### src/devctl_pkg.sv
package devctl_pkg;
    // One machine cycle is twelve oscillator periods.
    localparam int unsigned OSC_PER_MCYCLE = 12;
    localparam int unsigned RESET_MCYCLES = 2;
    localparam int unsigned RESET_OSC_MIN = OSC_PER_MCYCLE * RESET_MCYCLES;
    localparam logic [4:0] RESET_OSC_MIN_C = 5'(RESET_OSC_MIN);
    localparam int unsigned ENTRY_BITS = 10;
    // Bit 0 must be 0: the falling pin that opens a frame is bit 0.
    localparam logic [9:0] ENTRY_PATTERN_DEF = 10'h2a4;
    localparam int unsigned ADDR_BITS = 10;
    localparam int unsigned HIGH_ADDR_BITS = 3;
    localparam int unsigned PWR_IDLE_BIT = 0;
    localparam int unsigned PWR_DOWN_BIT = 1;
    localparam logic [1:0] PWR_CTRL_RESET = 2'h0;
    localparam logic [7:0] PORT_RESET = 8'hff;

    typedef enum logic [2:0] {
        ST_RESET = 3'b000,
        ST_RUN = 3'b001,
        ST_IDLE = 3'b010,
        ST_POWERDOWN = 3'b011,
        ST_PROGRAM = 3'b100
    } mode_e;
endpackage

### src/pin_sync.sv
`timescale 1ns/1ps
// Three-stage synchroniser; a change counts once stages two and three agree.
module pin_sync (
    input wire logic clock,
    input wire logic arst_n,
    input wire logic pin,
    output logic level
);
    logic s1_q;
    logic s2_q;
    logic s3_q;
    logic level_q;

    always_ff @(posedge clock or negedge arst_n) begin
        if (!arst_n) begin
            s1_q <= 1'b0;
            s2_q <= 1'b0;
            s3_q <= 1'b0;
            level_q <= 1'b0;
        end else begin
            s1_q <= pin;
            s2_q <= s1_q;
            s3_q <= s2_q;
            if (s2_q == s3_q) begin
                level_q <= s3_q;
            end
        end
    end

    assign level = level_q;
endmodule // pin_sync

### src/devctl.sv
`timescale 1ns/1ps
// What this block does
// [RULE1] Reset after pin high 24 oscillator periods
// [RULE2] Source holds reset through oscillator start-up
// [RULE3] Core clock is oscillator divided by two
// [RULE4] Ten-bit serial pattern after reset enters programming
// [RULE5] Pattern bits strobed by oscillator input edges
// [RULE6] Select high gives verify, low gives program
// [RULE7] Byte select picks low byte or three bits; the code latches only two high bits
// [RULE8] Address built from two port 3 transfers
// [RULE9] Verify drives port 1; program reads port 1
// [RULE10] Idle halts core, peripherals keep running
// [RULE11] Idle starts right after requesting instruction
// [RULE12] Interrupt or reset ends idle
// [RULE13] Power-down stops oscillator, keeps RAM
// [RULE14] Only reset ends power-down
// [RULE15] Power control bits request idle, power-down
// [RULE16] Entry pattern is a design parameter
// [RULE17] Machine cycle counts twelve oscillator periods
module devctl #(
    parameter logic [9:0] ENTRY_PATTERN = devctl_pkg::ENTRY_PATTERN_DEF
) (
    input wire logic clock,
    input wire logic arst_n,
    input wire logic osc_input,
    input wire logic reset_pin,
    input wire logic verify_program_select,
    input wire logic address_byte_select,
    input wire logic [7:0] port3_in,
    input wire logic [7:0] port1_in,
    input wire logic [7:0] eprom_rdata,
    input wire logic pwr_ctrl_wr,
    input wire logic [1:0] pwr_ctrl_wdata,
    input wire logic instr_done,
    input wire logic irq_pending,
    output logic core_reset,
    output logic core_clk_en,
    output logic core_halt,
    output logic osc_stop,
    output logic periph_clk_en,
    output logic [1:0] power_control_reg,
    output logic prog_state,
    output logic verify_mode,
    output logic [9:0] eprom_addr,
    output logic eprom_wr,
    output logic [7:0] eprom_wdata,
    output logic [7:0] port1_out,
    output logic [7:0] port1_oe
);
    logic osc_s;
    logic rst_s;
    logic vps_s;
    logic bsel_s;

    pin_sync u_osc (.clock(clock), .arst_n(arst_n), .pin(osc_input),
        .level(osc_s));
    pin_sync u_rst (.clock(clock), .arst_n(arst_n), .pin(reset_pin),
        .level(rst_s));
    pin_sync u_vps (.clock(clock), .arst_n(arst_n),
        .pin(verify_program_select), .level(vps_s));
    pin_sync u_bsel (.clock(clock), .arst_n(arst_n),
        .pin(address_byte_select), .level(bsel_s));

    devctl_pkg::mode_e mode_q, mode_d;
    logic osc_prev_q;
    logic div_q;
    logic [4:0] hold_cnt_q;
    logic rst_prev_q;
    logic [9:0] shift_q;
    logic [3:0] bit_cnt_q;
    logic [1:0] pwr_q;
    logic [9:0] addr_q;
    logic bsel_prev_q;
    logic core_reset_q, core_clk_en_q, core_halt_q, osc_stop_q;
    logic periph_clk_en_q, prog_q, verify_q, eprom_wr_q;
    logic [7:0] wdata_q, p1_out_q, p1_oe_q;

    wire osc_rise = osc_s && !osc_prev_q;
    wire osc_run = (mode_q != devctl_pkg::ST_POWERDOWN);
    wire osc_tick = osc_rise && osc_run;
    // Reset qualification counts oscillator periods, not core cycles.
    wire reset_qual =
        (hold_cnt_q >= devctl_pkg::RESET_OSC_MIN_C); // RULE1 RULE17
    wire rst_fall = rst_prev_q && !rst_s;
    wire entry_match = (shift_q == ENTRY_PATTERN) &&
        (bit_cnt_q == 4'(devctl_pkg::ENTRY_BITS)); // RULE16
    // A full frame without a match, or a pin that was already low at the
    // first counted edge, releases the core.
    wire entry_miss = (bit_cnt_q == 4'(devctl_pkg::ENTRY_BITS)) &&
        !entry_match;
    wire pin_low_idle = osc_tick && !rst_s && !rst_prev_q &&
        (bit_cnt_q == 4'h0);
    wire req_idle = pwr_q[devctl_pkg::PWR_IDLE_BIT];
    wire req_pd = pwr_q[devctl_pkg::PWR_DOWN_BIT];
    wire bsel_edge = bsel_s != bsel_prev_q;
    wire div_tick = osc_tick && div_q; // RULE3

    always_comb begin
        mode_d = mode_q;
        case (mode_q)
            devctl_pkg::ST_RESET: begin
                if (entry_match) begin
                    mode_d = devctl_pkg::ST_PROGRAM; // RULE4
                end else if (entry_miss || pin_low_idle) begin
                    mode_d = devctl_pkg::ST_RUN; // RULE4
                end
            end
            devctl_pkg::ST_RUN: begin
                // Power-down wins if software sets both bits.
                if (instr_done && req_pd) begin
                    mode_d = devctl_pkg::ST_POWERDOWN; // RULE13
                end else if (instr_done && req_idle) begin
                    mode_d = devctl_pkg::ST_IDLE; // RULE11
                end
            end
            devctl_pkg::ST_IDLE: begin
                if (irq_pending) begin
                    mode_d = devctl_pkg::ST_RUN; // RULE12
                end
            end
            devctl_pkg::ST_POWERDOWN: begin
                mode_d = devctl_pkg::ST_POWERDOWN; // RULE14
            end
            devctl_pkg::ST_PROGRAM: mode_d = devctl_pkg::ST_PROGRAM;
            default: mode_d = devctl_pkg::ST_RESET;
        endcase
        if (reset_qual && mode_q != devctl_pkg::ST_PROGRAM) begin
            mode_d = devctl_pkg::ST_RESET; // RULE12 RULE14
        end
        // Power-down has no oscillator; the raw synchronised pin ends it.
        if (mode_q == devctl_pkg::ST_POWERDOWN && rst_s) begin
            mode_d = devctl_pkg::ST_RESET; // RULE14
        end
    end

    always_ff @(posedge clock or negedge arst_n) begin
        if (!arst_n) begin
            mode_q <= devctl_pkg::ST_RESET;
        end else begin
            mode_q <= mode_d;
        end
    end

    always_ff @(posedge clock or negedge arst_n) begin
        if (!arst_n) begin
            osc_prev_q <= 1'b0;
            div_q <= 1'b0;
            hold_cnt_q <= 5'h0;
        end else begin
            osc_prev_q <= osc_s;
            if (osc_tick) begin
                div_q <= !div_q; // RULE3
            end
            if (!rst_s) begin
                hold_cnt_q <= 5'h0;
            end else if (osc_tick && !reset_qual) begin
                hold_cnt_q <= hold_cnt_q + 5'h1; // RULE1
            end
        end
    end

    // Entry bits are shifted in LSB first, one per oscillator rising edge.
    always_ff @(posedge clock or negedge arst_n) begin
        if (!arst_n) begin
            rst_prev_q <= 1'b0;
            shift_q <= 10'h0;
            bit_cnt_q <= 4'h0;
        end else begin
            if (osc_tick) begin
                rst_prev_q <= rst_s;
            end
            if (mode_q != devctl_pkg::ST_RESET) begin
                bit_cnt_q <= 4'h0;
            end else if (osc_tick && rst_fall && bit_cnt_q == 4'h0) begin
                bit_cnt_q <= 4'h1;
                shift_q <= {rst_s, 9'h0};
            end else if (osc_tick && bit_cnt_q != 4'h0 &&
                    bit_cnt_q < 4'(devctl_pkg::ENTRY_BITS)) begin
                shift_q <= {rst_s, shift_q[9:1]}; // RULE4 RULE5
                bit_cnt_q <= bit_cnt_q + 4'h1;
            end
        end
    end

    always_ff @(posedge clock or negedge arst_n) begin
        if (!arst_n) begin
            pwr_q <= devctl_pkg::PWR_CTRL_RESET;
        end else if (mode_q == devctl_pkg::ST_RESET) begin
            pwr_q <= devctl_pkg::PWR_CTRL_RESET;
        end else if (mode_d == devctl_pkg::ST_RUN &&
                mode_q != devctl_pkg::ST_RUN) begin
            pwr_q[devctl_pkg::PWR_IDLE_BIT] <= 1'b0;
        end else if (pwr_ctrl_wr) begin
            pwr_q <= pwr_ctrl_wdata; // RULE15
        end
    end

    // Address follows port 3 every cycle in programming; the byte select level picks the half.
    always_ff @(posedge clock or negedge arst_n) begin
        if (!arst_n) begin
            addr_q <= 10'h0;
            bsel_prev_q <= 1'b0;
        end else begin
            bsel_prev_q <= bsel_s;
            if (prog_q) begin
                if (!bsel_s) begin
                    addr_q[7:0] <= port3_in; // RULE7 RULE8
                end else begin
                    addr_q[9:8] <= port3_in[1:0]; // RULE7 RULE8
                end
            end
        end
    end

    always_ff @(posedge clock or negedge arst_n) begin
        if (!arst_n) begin
            core_reset_q <= 1'b1;
            core_clk_en_q <= 1'b0;
            core_halt_q <= 1'b0;
            osc_stop_q <= 1'b0;
            periph_clk_en_q <= 1'b0;
            prog_q <= 1'b0;
            verify_q <= 1'b0;
            eprom_wr_q <= 1'b0;
            wdata_q <= 8'h0;
            p1_out_q <= devctl_pkg::PORT_RESET;
            p1_oe_q <= 8'h0;
        end else begin
            core_reset_q <= (mode_d == devctl_pkg::ST_RESET);
            core_halt_q <= (mode_d == devctl_pkg::ST_IDLE) ||
                (mode_d == devctl_pkg::ST_POWERDOWN); // RULE10
            core_clk_en_q <= div_tick && (mode_q == devctl_pkg::ST_RUN);
            periph_clk_en_q <= div_tick && (mode_q == devctl_pkg::ST_RUN ||
                mode_q == devctl_pkg::ST_IDLE); // RULE10
            osc_stop_q <= (mode_d == devctl_pkg::ST_POWERDOWN); // RULE13
            prog_q <= (mode_d == devctl_pkg::ST_PROGRAM);
            verify_q <= (mode_d == devctl_pkg::ST_PROGRAM) && vps_s; // RULE6
            eprom_wr_q <= (mode_q == devctl_pkg::ST_PROGRAM) && !vps_s &&
                bsel_edge; // RULE9
            wdata_q <= port1_in; // RULE9
            p1_out_q <= eprom_rdata; // RULE9
            p1_oe_q <= {8{(mode_d == devctl_pkg::ST_PROGRAM) && vps_s}};
        end
    end

    assign core_reset = core_reset_q;
    assign core_clk_en = core_clk_en_q;
    assign core_halt = core_halt_q;
    assign osc_stop = osc_stop_q;
    assign periph_clk_en = periph_clk_en_q;
    assign power_control_reg = pwr_q;
    assign prog_state = prog_q;
    assign verify_mode = verify_q;
    assign eprom_addr = addr_q;
    assign eprom_wr = eprom_wr_q;
    assign eprom_wdata = wdata_q;
    assign port1_out = p1_out_q;
    assign port1_oe = p1_oe_q;

    hold_reset_a: assert property (@(posedge clock) // RULE1
        disable iff (!arst_n)
        (mode_q == devctl_pkg::ST_RUN && reset_qual) |=> core_reset)
        else $error("qualified reset pulse did not reset");
    short_pulse_a: assert property (@(posedge clock) // RULE17
        disable iff (!arst_n)
        (mode_q == devctl_pkg::ST_RUN && !reset_qual && rst_s &&
        !entry_match) |=> mode_q != devctl_pkg::ST_RESET)
        else $error("reset taken before 24 periods");
    div_half_a: assert property (@(posedge clock) // RULE3
        disable iff (!arst_n)
        core_clk_en |-> $past(div_q, 2))
        else $error("core enable not on divided phase");
    prog_entry_a: assert property (@(posedge clock) // RULE4
        disable iff (!arst_n)
        (mode_q == devctl_pkg::ST_RESET && entry_match) |=> prog_state)
        else $error("entry pattern did not enter programming");
    miss_run_a: assert property (@(posedge clock) // RULE4
        disable iff (!arst_n)
        (mode_q == devctl_pkg::ST_RESET && entry_miss && !reset_qual) |=>
        !core_reset)
        else $error("unmatched entry frame kept the core in reset");
    verify_sel_a: assert property (@(posedge clock) // RULE6
        disable iff (!arst_n)
        (mode_q == devctl_pkg::ST_PROGRAM && vps_s) |=> verify_mode &&
        port1_oe == 8'hff)
        else $error("verify mode not driving port 1");
    low_byte_a: assert property (@(posedge clock) // RULE7
        disable iff (!arst_n)
        (prog_q && !bsel_s) |=> eprom_addr[7:0] == $past(port3_in))
        else $error("low address byte not latched");
    idle_entry_a: assert property (@(posedge clock) // RULE11
        disable iff (!arst_n)
        (mode_q == devctl_pkg::ST_RUN && instr_done && req_idle &&
        !req_pd && !reset_qual) |=> core_halt && !osc_stop)
        else $error("idle did not halt core");
    idle_wake_a: assert property (@(posedge clock) // RULE12
        disable iff (!arst_n)
        (mode_q == devctl_pkg::ST_IDLE && irq_pending && !reset_qual)
        |=> !core_halt)
        else $error("interrupt did not end idle");
    pd_stay_a: assert property (@(posedge clock) // RULE14
        disable iff (!arst_n)
        (mode_q == devctl_pkg::ST_POWERDOWN && !rst_s) |=>
        mode_q == devctl_pkg::ST_POWERDOWN)
        else $error("power-down left without reset");
    pd_request_a: assert property (@(posedge clock) // RULE15
        disable iff (!arst_n)
        (mode_q == devctl_pkg::ST_RUN && instr_done && req_pd &&
        !reset_qual) |=> osc_stop)
        else $error("power-down bit did not stop oscillator");

    idle_seen_c: cover property (@(posedge clock) disable iff (!arst_n)
        mode_q == devctl_pkg::ST_IDLE ##1 mode_q == devctl_pkg::ST_RUN);
    pd_seen_c: cover property (@(posedge clock) disable iff (!arst_n)
        mode_q == devctl_pkg::ST_POWERDOWN);
    prog_seen_c: cover property (@(posedge clock) disable iff (!arst_n)
        eprom_wr);
    miss_seen_c: cover property (@(posedge clock) disable iff (!arst_n)
        mode_q == devctl_pkg::ST_RESET && entry_miss);
endmodule // devctl

### config.mk
export PLATFORM = sky130hd
export DESIGN_NAME = devctl
export DESIGN_NICKNAME = d
export VERILOG_FILES = /design/src/devctl_pkg.sv /design/src/pin_sync.sv /design/src/devctl.sv
export SDC_FILE = /design/constraint.sdc
export NUM_CORES = 1
export LEC_CHECK = 0
export BUFFER_PORTS_ARGS = -buffer_cell sky130_fd_sc_hd__buf_2
export CORE_MARGIN = 4
export CORE_UTILIZATION = 35
export DETAILED_ROUTE_END_ITERATION = 8
export PLACE_DENSITY = 0.69
export SLEW_MARGIN = 30
export SYNTH_ARGS = -nofsm -noshare
export SYNTH_HDL_FRONTEND = slang
export SYNTH_SLANG_ARGS = --single-unit
export TNS_END_PERCENT = 100
### constraint.sdc
create_clock -name clock -period 1.75 [get_ports clock]
set_input_delay 0.175 -clock clock [delete_from_list [all_inputs] [get_ports clock]]
set_output_delay 0.175 -clock clock [all_outputs]
set_load 0.01 [all_outputs]
==> results.rst, run 1 <==
.. list-table::
   :header-rows: 1

   * - Metric
     - Value
   * - Synth async-reset ratio
     - between 90% and 100%
   * - Worst-case headroom to the max-slew limit
     - about three fifths
   * - Wire length of the first global-routing pass
     - 9.96 mm
   * - Number of iterations in the first detailed-routing pass
     - 4
   * - Vias in the first global route
     - 2160
   * - Worst Setup Slack, final
     - -72.9 ps
   * - Max_cap viols
     - 0
   * - Peak supply drop
     - 0.575 mV
   * - Top achievable clock speed
     - 549 MHz
   * - Launching point of the worst reg2reg path
     - shift_q[5]
   * - Hold path cells
     - 2
   * - H-tree depth
     - 3
   * - Die Area
     - 0.0103 mm2
   * - Cells taking the most area after synthesis
     - sky130_fd_sc_hd__dfrtp_1 57%, sky130_fd_sc_hd__dfstp_2 7.7%, sky130_fd_sc_hd__mux2_2 3.7%
   * - Min-delay worst type
     - input pin to flip-flop
   * - Number of nets at the end of the flow
     - 395
   * - Max-slew violation total from the final report
     - 0
   * - Signal arrival time at the worst endpoint
     - about 2100 ps
   * - Ports
     - 79
   * - Clk network pwr share
     - 32.0%
   * - Required time reported for the critical path endpoint
     - 2020 ps
   * - Last weighted congestion value of the routability-driven placer
     - between 0.8 and 0.9
   * - Worst-case reg-to-reg path depth
     - 6
   * - # port buffers
     - 78
   * - Number of sinks driven by the clock tree
     - between 70 and 80
   * - Post-synthesis instance total
     - 231
   * - Number of antenna violations at the first check in global routing
     - 0
   * - RSZ-0062 raised after global routing
     - yes
   * - Overflow left after global routing
     - 0
   * - Endpoints failing setup
     - 2
   * - Net switching power figure
     - about 1.3 mW
   * - Sequential power share
     - 44.7%
   * - Actual transition at the worst max-transition pin
     - 590 ps
   * - Die Width
     - between 100 and 150 um
   * - Fraction of final layout cells sized beyond drive strength 1
     - 46.9%
   * - Routed via count
     - 2100
   * - Final Hold Violating Endpoints
     - 0
   * - Pwr/cell area
     - approximately 1100 mW/mm2
   * - Total Routing Usage GR
     - between 10% and 20%
   * - Time the worst path needs with I/O delays and setup
     - 1820 ps
   * - Share of the synthesized area in the top cell type
     - about 57%
   * - Area growth, synth to finish
     - 37.8%
   * - Max Clock Skew
     - 10.7 ps
   * - Static leakage
     - 2.02 nW
   * - Number of nets with antenna violations after routing
     - 0
   * - Final Non-Filler Cells
     - 465
   * - Setup Total Neg Slack
     - -129 ps
   * - Worst Hold Launch
     - port3_in[4]
   * - Root Buffer
     - sky130_fd_sc_hd__clkbuf_8
   * - Post-Syn Area
     - 0.00306 mm2
   * - Antenna Diode Count
     - 0
   * - Failing checks
     - negative setup slack
   * - Register area share after synthesis
     - 64.3%
   * - Syn_nets
     - ~270
   * - Share of the clock period used by the worst path after layout
     - 104%
   * - Drt via density
     - 4.52
   * - Post-synth top flop
     - sky130_fd_sc_hd__dfrtp_1
   * - Flip-flop and latch count after synthesis
     - 78
   * - Worst r2r dst
     - power_control_reg[1]
   * - Starting Density
     - between 30% and 40%
   * - Synth unique cells
     - 52
   * - Die Span Y
     - 101 um
   * - Mean instance size in the synthesized netlist
     - between 10 and 15 um2
   * - Pin count of the biggest net entering global routing
     - 38
   * - Reg clk slew, reported paths
     - 80 ps
   * - Internal cell power
     - between 3 and 4 mW
   * - Kind of capture point of the worst setup path
     - flip-flop
   * - Cell with the most instances after synthesis
     - sky130_fd_sc_hd__dfrtp_1
   * - Highest net fanout along the worst path
     - 3
   * - Logic gate share of total power
     - 23.2%
   * - Cell count after placement
     - about 430
   * - Initial drt markers
     - 53
   * - Final HPWL DP
     - 4.36 mm
   * - Number of enable flip-flop cells after synthesis
     - 0
   * - Area of the placeable core
     - 0.00834 mm2
   * - Kind of launch point of the worst setup path
     - flip-flop
   * - Minimum setup slack among reg-to-reg paths
     - -70 ps
   * - Worst setup path class
     - flip-flop to flip-flop
   * - Total routed wirelength
     - 6.04 mm
   * - Max Root-Sink Buffers
     - 2
   * - Number of standard-cell rows in the floorplan
     - 33
   * - Status
     - complete, but fails checks
   * - Insertion delay to the later sink of the worst-skew pair
     - 340 ps
   * - List of most frequent post-synthesis cells
     - 69 x sky130_fd_sc_hd__dfrtp_1, 27 x sky130_fd_sc_hd__nand2_1, 10 x sky130_fd_sc_hd__mux2_2
   * - Synth warnings
     - 0
   * - Post-synth top area cell
     - sky130_fd_sc_hd__dfrtp_1
   * - Drt wl/cell
     - 13.0 um
   * - Sw frac
     - 28.3%
   * - Clock tree from TritonCTS
     - built
   * - Capture endpoint of the worst hold path
     - eprom_addr[4]
   * - Number of buffers inserted during clock tree synthesis
     - 9
   * - Remaining DRCs
     - 0
==> timing repair <==
| action | in CTS | in global routing |
|---|---|---|
| gates resized for setup | 3 | 13 |
| endpoints found under the setup margin | 7 | 17 |
| hold buffers | 21 | 0 |
| pin swaps | 2 | 0 |
| endpoints found under the hold margin | 46 | 0 |
| buffers inserted | 1 | 1 |
==> worst max-delay path, cell delays in order, from the launching register on <==
cell,delay [ps]
sky130_fd_sc_hd__dfrtp_1,390
sky130_fd_sc_hd__nor4bb_2,170
sky130_fd_sc_hd__and4b_2,230
sky130_fd_sc_hd__o32ai_1,290
sky130_fd_sc_hd__a31oi_2,110
sky130_fd_sc_hd__o41ai_4,360
sky130_fd_sc_hd__mux2i_1,210
==> layout by cell type (no fill, tap or decap), types with 3 or more instances in the layout <==
master	synthesis	final
sky130_fd_sc_hd__and2_1	5	4
sky130_fd_sc_hd__buf_2	3	77
sky130_fd_sc_hd__buf_4	9	31
sky130_fd_sc_hd__clkbuf_8	0	10
sky130_fd_sc_hd__dfrtp_1	69	68
sky130_fd_sc_hd__dfstp_2	9	9
sky130_fd_sc_hd__dlygate4sd3_1	0	21
sky130_fd_sc_hd__ha_1	5	4
sky130_fd_sc_hd__inv_1	6	5
sky130_fd_sc_hd__inv_2	2	3
sky130_fd_sc_hd__maj3_1	4	4
sky130_fd_sc_hd__mux2_2	10	10
sky130_fd_sc_hd__mux2i_1	4	4
sky130_fd_sc_hd__nand2_1	27	27
sky130_fd_sc_hd__nor2_1	5	5
sky130_fd_sc_hd__nor2b_1	5	5
sky130_fd_sc_hd__nor3_1	5	5
sky130_fd_sc_hd__o21ai_1	9	10
sky130_fd_sc_hd__xnor2_1	5	5
==> power by group through the flow <==
stage | Clock [mW] | Combinational, mW | Sequential (mW)
finish | 1.52 | 1.11 | 2.13
global route | 1.64 | 1.23 | 2.16
CTS | 1.57 | 1.05 | 2.13
detailed placement | 0 | 1.01 | 2.17
global placement | 0 | 0.988 | 2.16
floorplan | 0 | 0.568 | 2.16
==> per-layer routing <==
metal,track usage (%),vias up,share of wire (%)
li1,-,1020,-
met1,15.2,1016,42
met2,20.9,58,51
met3,4.41,6,6.4
met4,2.56,0,0.79
met5,0,-,0
==> cell families (layout without fill, tap and decap cells) <==
kind of cell | count (synthesis) | in the layout | share of synthesized area (%)
AO/OA/AOI/OAI | 29 | 29 | 7.94
flip-flops | 78 | 78 | 64.3
AND/OR/NAND/NOR | 68 | 68 | 12.2
adder cells (fa/ha/maj) | 9 | 9 | 3.36
multiplexers | 15 | 15 | 5.36
buffers and inverters | 26 | 155 | 5.16
XOR/XNOR | 6 | 6 | 1.72
==> how the worst max path moves through the flow <==
stage          cells after the start          from                    to  slack, ps
2_1_floorplan                      8  bit_cnt_q[0]            shift_q[9]        -60
3_3_place_gp                       8  bit_cnt_q[0]  power_control_reg[1]        -20
3_5_place_dp                       8  bit_cnt_q[0]  power_control_reg[1]        -30
4_1_cts                            7  bit_cnt_q[1]  power_control_reg[1]        -40
5_1_grt                            6    shift_q[2]  power_control_reg[1]       -190
6_report                           6    shift_q[5]  power_control_reg[1]        -70
==> area by class of cell <==
class,count,area (um2)
multi-input cells,127,990
clock inverters,6,92.6
inverters,8,30.0
fillers,772,4130
well taps,105,131
clock buffers,10,138
flip-flops and latches,78,1960
repair buffers,131,863
==> through the flow <==
step / cell area [um2] / setup WS [ps] / power [mW] / hold slack, ps / util, %
floorplan: 3060 / -59.5 / 2.73 / -121 / -
global placement: 3700 / -16.1 / 3.15 / 167 / 44.3
detailed placement: 3700 / -29.5 / 3.17 / 174 / 44.3
CTS: 4150 / -41.2 / 4.75 / 45.9 / 49.7
global route: 4210 / -191 / 5.03 / 41.1 / 50.5
finish: 4210 / -72.9 / 4.76 / 59.9 / 50.5
(Power assumes the default switching activity.)
==> run 2, diff against run 1 <==
Settings changed: CORE_UTILIZATION 35 to 29, PLACE_DENSITY 0.69 to 0.61.
==> run 2 against run 1 <==
  * The run still ends with negative setup slack left
  * Non-clock buffer count increased by 10
  * Fmax decreased by 0.20%
  * Die area increased by 19%
  * Sequential share of layout area decreased by 2.1 points
  * Design area increased by 4.7%
  * Cell count increased by 8.8%
==> results.rst, run 2 (synthesized netlist as in run 1, its figures left out) <==
.. list-table::
   :header-rows: 1

   * - Metric
     - Value
   * - Status
     - complete, but fails checks
   * - Failing checks
     - negative setup slack
   * - Fraction of final layout cells sized beyond drive strength 1
     - 53.0% (+6.0 points)
   * - Number of sinks driven by the clock tree
     - 78 (unchanged)
   * - Die Area
     - 0.0122 mm2 (+19%)
   * - Endpoint of the most critical setup path
     - power_control_reg[1]
   * - Number of antenna violations at the first check in global routing
     - 0 (unchanged)
   * - Max Clock Skew
     - 12.5 ps (+1.78 ps)
   * - Final standard cell utilization of the core
     - 42.9% (-7.6 points)
   * - Total Routing Usage GR
     - 10.6% (-1.7 points)
   * - Min-delay worst type
     - input pin to flip-flop
   * - Final Hold Violating Endpoints
     - 0 (unchanged)
   * - Cell chain of the critical path
     - ha_2 -> nand3b_1 -> and3b_1 -> a22o_1 -> or2_4 -> o41ai_4 -> mux2i_1
   * - Time the worst path needs with I/O delays and setup
     - 1830 ps (+3.61 ps)
   * - # port buffers
     - 78 (unchanged)
   * - Total routed wirelength
     - 6.33 mm (+4.8%)
   * - Number of standard-cell rows in the floorplan
     - 37 (+12%)
   * - Die Span Y
     - 111 um (+9.1%)
   * - Ports
     - 79 (unchanged)
   * - Static leakage
     - 2.11 nW (+4.0%)
   * - Signal arrival time at the worst endpoint
     - 2100 ps (about the same)
   * - Initial drt markers
     - 77 (+45%)
   * - Root Buffer
     - sky130_fd_sc_hd__clkbuf_8
   * - Leading cell type in the layout, fill and taps excluded
     - sky130_fd_sc_hd__buf_2
   * - Max Root-Sink Buffers
     - 2 (unchanged)
   * - Pwr/cell area
     - 1110 mW/mm2 (-2.2%)
   * - Commonest cells after routing, fill and taps aside
     - 77 x sky130_fd_sc_hd__buf_2, 67 x sky130_fd_sc_hd__dfrtp_1, 39 x sky130_fd_sc_hd__buf_4
   * - Clock tree from TritonCTS
     - built
   * - Required time reported for the critical path endpoint
     - 2020 ps (about the same)
   * - Last weighted congestion value of the routability-driven placer
     - 0.736 (-13%)
   * - Wire length of the first global-routing pass
     - 10.7 mm (+7.0%)
   * - Hold path cells
     - 2 (unchanged)
   * - Worst hold slack
     - 52.6 ps (-7.30 ps)
   * - Crit. Startpoint
     - bit_cnt_q[1]
   * - Highest net fanout along the worst path
     - 3 (unchanged)
   * - Endpoints failing setup
     - 2 (unchanged)
   * - Kind of capture point of the worst setup path
     - flip-flop
   * - Starting Density
     - 29.7% (-6.9 points)
   * - Remaining DRCs
     - 0 (unchanged)
   * - Reg clk slew, reported paths
     - 90 ps (about the same)
   * - Peak supply drop
     - 0.498 mV (-13%)
   * - Delay contributed by the slowest stage of the critical path
     - 410 ps (+20 ps)
   * - Area of the placeable core
     - 0.0103 mm2 (+23%)
   * - Drt wl/cell
     - 12.5 um (-3.7%)
   * - Number of buffers inserted during clock tree synthesis
     - 9 (unchanged)
   * - Actual transition at the worst max-transition pin
     - 606 ps (+15.2 ps)
   * - Top achievable clock speed
     - 548 MHz (-0.20%)
   * - Vias in the first global route
     - 2200 (+1.9%)
   * - Drt via density
     - 4.26 (-5.6%)
   * - Pin count of the biggest net entering global routing
     - 35 (-7.9%)
   * - Number of iterations in the first detailed-routing pass
     - 4 (unchanged)
   * - Share of the clock period used by the worst path after layout
     - 104% (+0.21 points)
   * - Overflow left after global routing
     - 0 (unchanged)
   * - RSZ-0062 raised after global routing
     - yes
   * - Worst-case reg-to-reg path depth
     - 7 (+1)
   * - Kind of launch point of the worst setup path
     - flip-flop
   * - Area growth, synth to finish
     - 44.2%
   * - Worst-case headroom to the max-slew limit
     - 59.3% (-1.0 points)
   * - Die Width
     - 111 um (+9.1%)
   * - Launching point of the worst reg2reg path
     - bit_cnt_q[1]
   * - Number of nets at the end of the flow
     - 405 (+2.5%)
   * - Antenna Diode Count
     - 0 (unchanged)
   * - Insertion delay to the later sink of the worst-skew pair
     - 350 ps (about the same)
   * - Worst r2r dst
     - power_control_reg[1]
   * - Routed via count
     - 2158 (+2.8%)
   * - H-tree depth
     - 3 (unchanged)
   * - Max-slew violation total from the final report
     - 0 (unchanged)
   * - Worst setup path class
     - flip-flop to flip-flop
   * - Number of nets with antenna violations after routing
     - 0 (unchanged)
   * - Minimum setup slack among reg-to-reg paths
     - -80 ps (about the same)
   * - Final HPWL DP
     - 4.31 mm (-1.1%)
   * - Standard cell with the maximum stage delay on the critical path
     - sky130_fd_sc_hd__dfrtp_1
   * - Worst Setup Slack, final
     - -76.5 ps (-3.61 ps)
   * - Max_cap viols
     - 0 (unchanged)
## run 2: cell types whose count changed in the layout (fill, tap and decap cells not counted), sizes merged
| cell | change |
|---|---|
| clkinvlp | -1 |
| buf | +10 |
| clkbuf | -1 |
| inv | +2 |
## run 2: how the worst min path moves through the flow
| stage | start | endpoint |
|---|---|---|
| final | port3_in[6] | eprom_addr[6] |
| after global routing | port3_in[5] | eprom_addr[5] |
| after CTS | port3_in[6] | eprom_addr[6] |
| after detailed placement | arst_n | core_clk_en |
| after global placement | arst_n | core_clk_en |
| after floorplan | arst_n | bit_cnt_q[0] |
## run 2: per-stage QoR
stage          instance area, um2  instances  TNS [ps]  worst slack, ps  power [mW]
5_1_grt                      4410        506     -1210             -203        5.18
2_1_floorplan                3060        231      -134            -59.5        2.73
6_report                     4410        506      -111            -76.5        4.87
3_3_place_gp                 3740        457     -79.6            -37.1        3.13
3_5_place_dp                 3740        457      -130            -61.8        3.14
4_1_cts                      4240        498      -118            -83.5        4.80
## run 2: what timing repair did
item                                    in CTS  in global routing
endpoints found under the hold margin       46                  0
endpoints found under the setup margin      14                 18
gates resized for setup                      8                 32
buffers inserted                             4                  7
pin swaps                                    5                 13
hold buffers                                21                  0
cloned                                       0                  1
## run 2: cell type report
| class | count | area, um2 |
|---|---|---|
| sequential | 78 | 1970 |
| tap | 136 | 170 |
| clock inverter | 7 | 103 |
| multi-input combinational | 127 | 1060 |
| timing repair buffer | 141 | 951 |
| clock buffer | 9 | 124 |
| inverter | 8 | 30.0 |
| fill | 965 | 5870 |
## run 2: routing by layer
layer	up-vias	part of all wire [%]	GRT usage (%)
met5	-	0	0
met4	0	1.0	2.87
met3	8	5.1	4.55
met2	53	50	16.8
met1	1046	44	13.3
li1	1051	-	-
## run 2: critical path, delay by kind of cell (launching register included)
family	cells	cell delay, ps
muxes	1	210
and+or+nand+nor	3	570
AOI/OAI and AO/OA	2	420
adders and majority gates	1	170
DFF	1	410
## run 2: where the power goes
| part | switching [mW] | internal, mW |
|---|---|---|
| registers | 0.149 | 2.00 |
| clock network | 0.702 | 0.823 |
| logic | 0.580 | 0.616 |
| total | 1.43 | 3.44 |
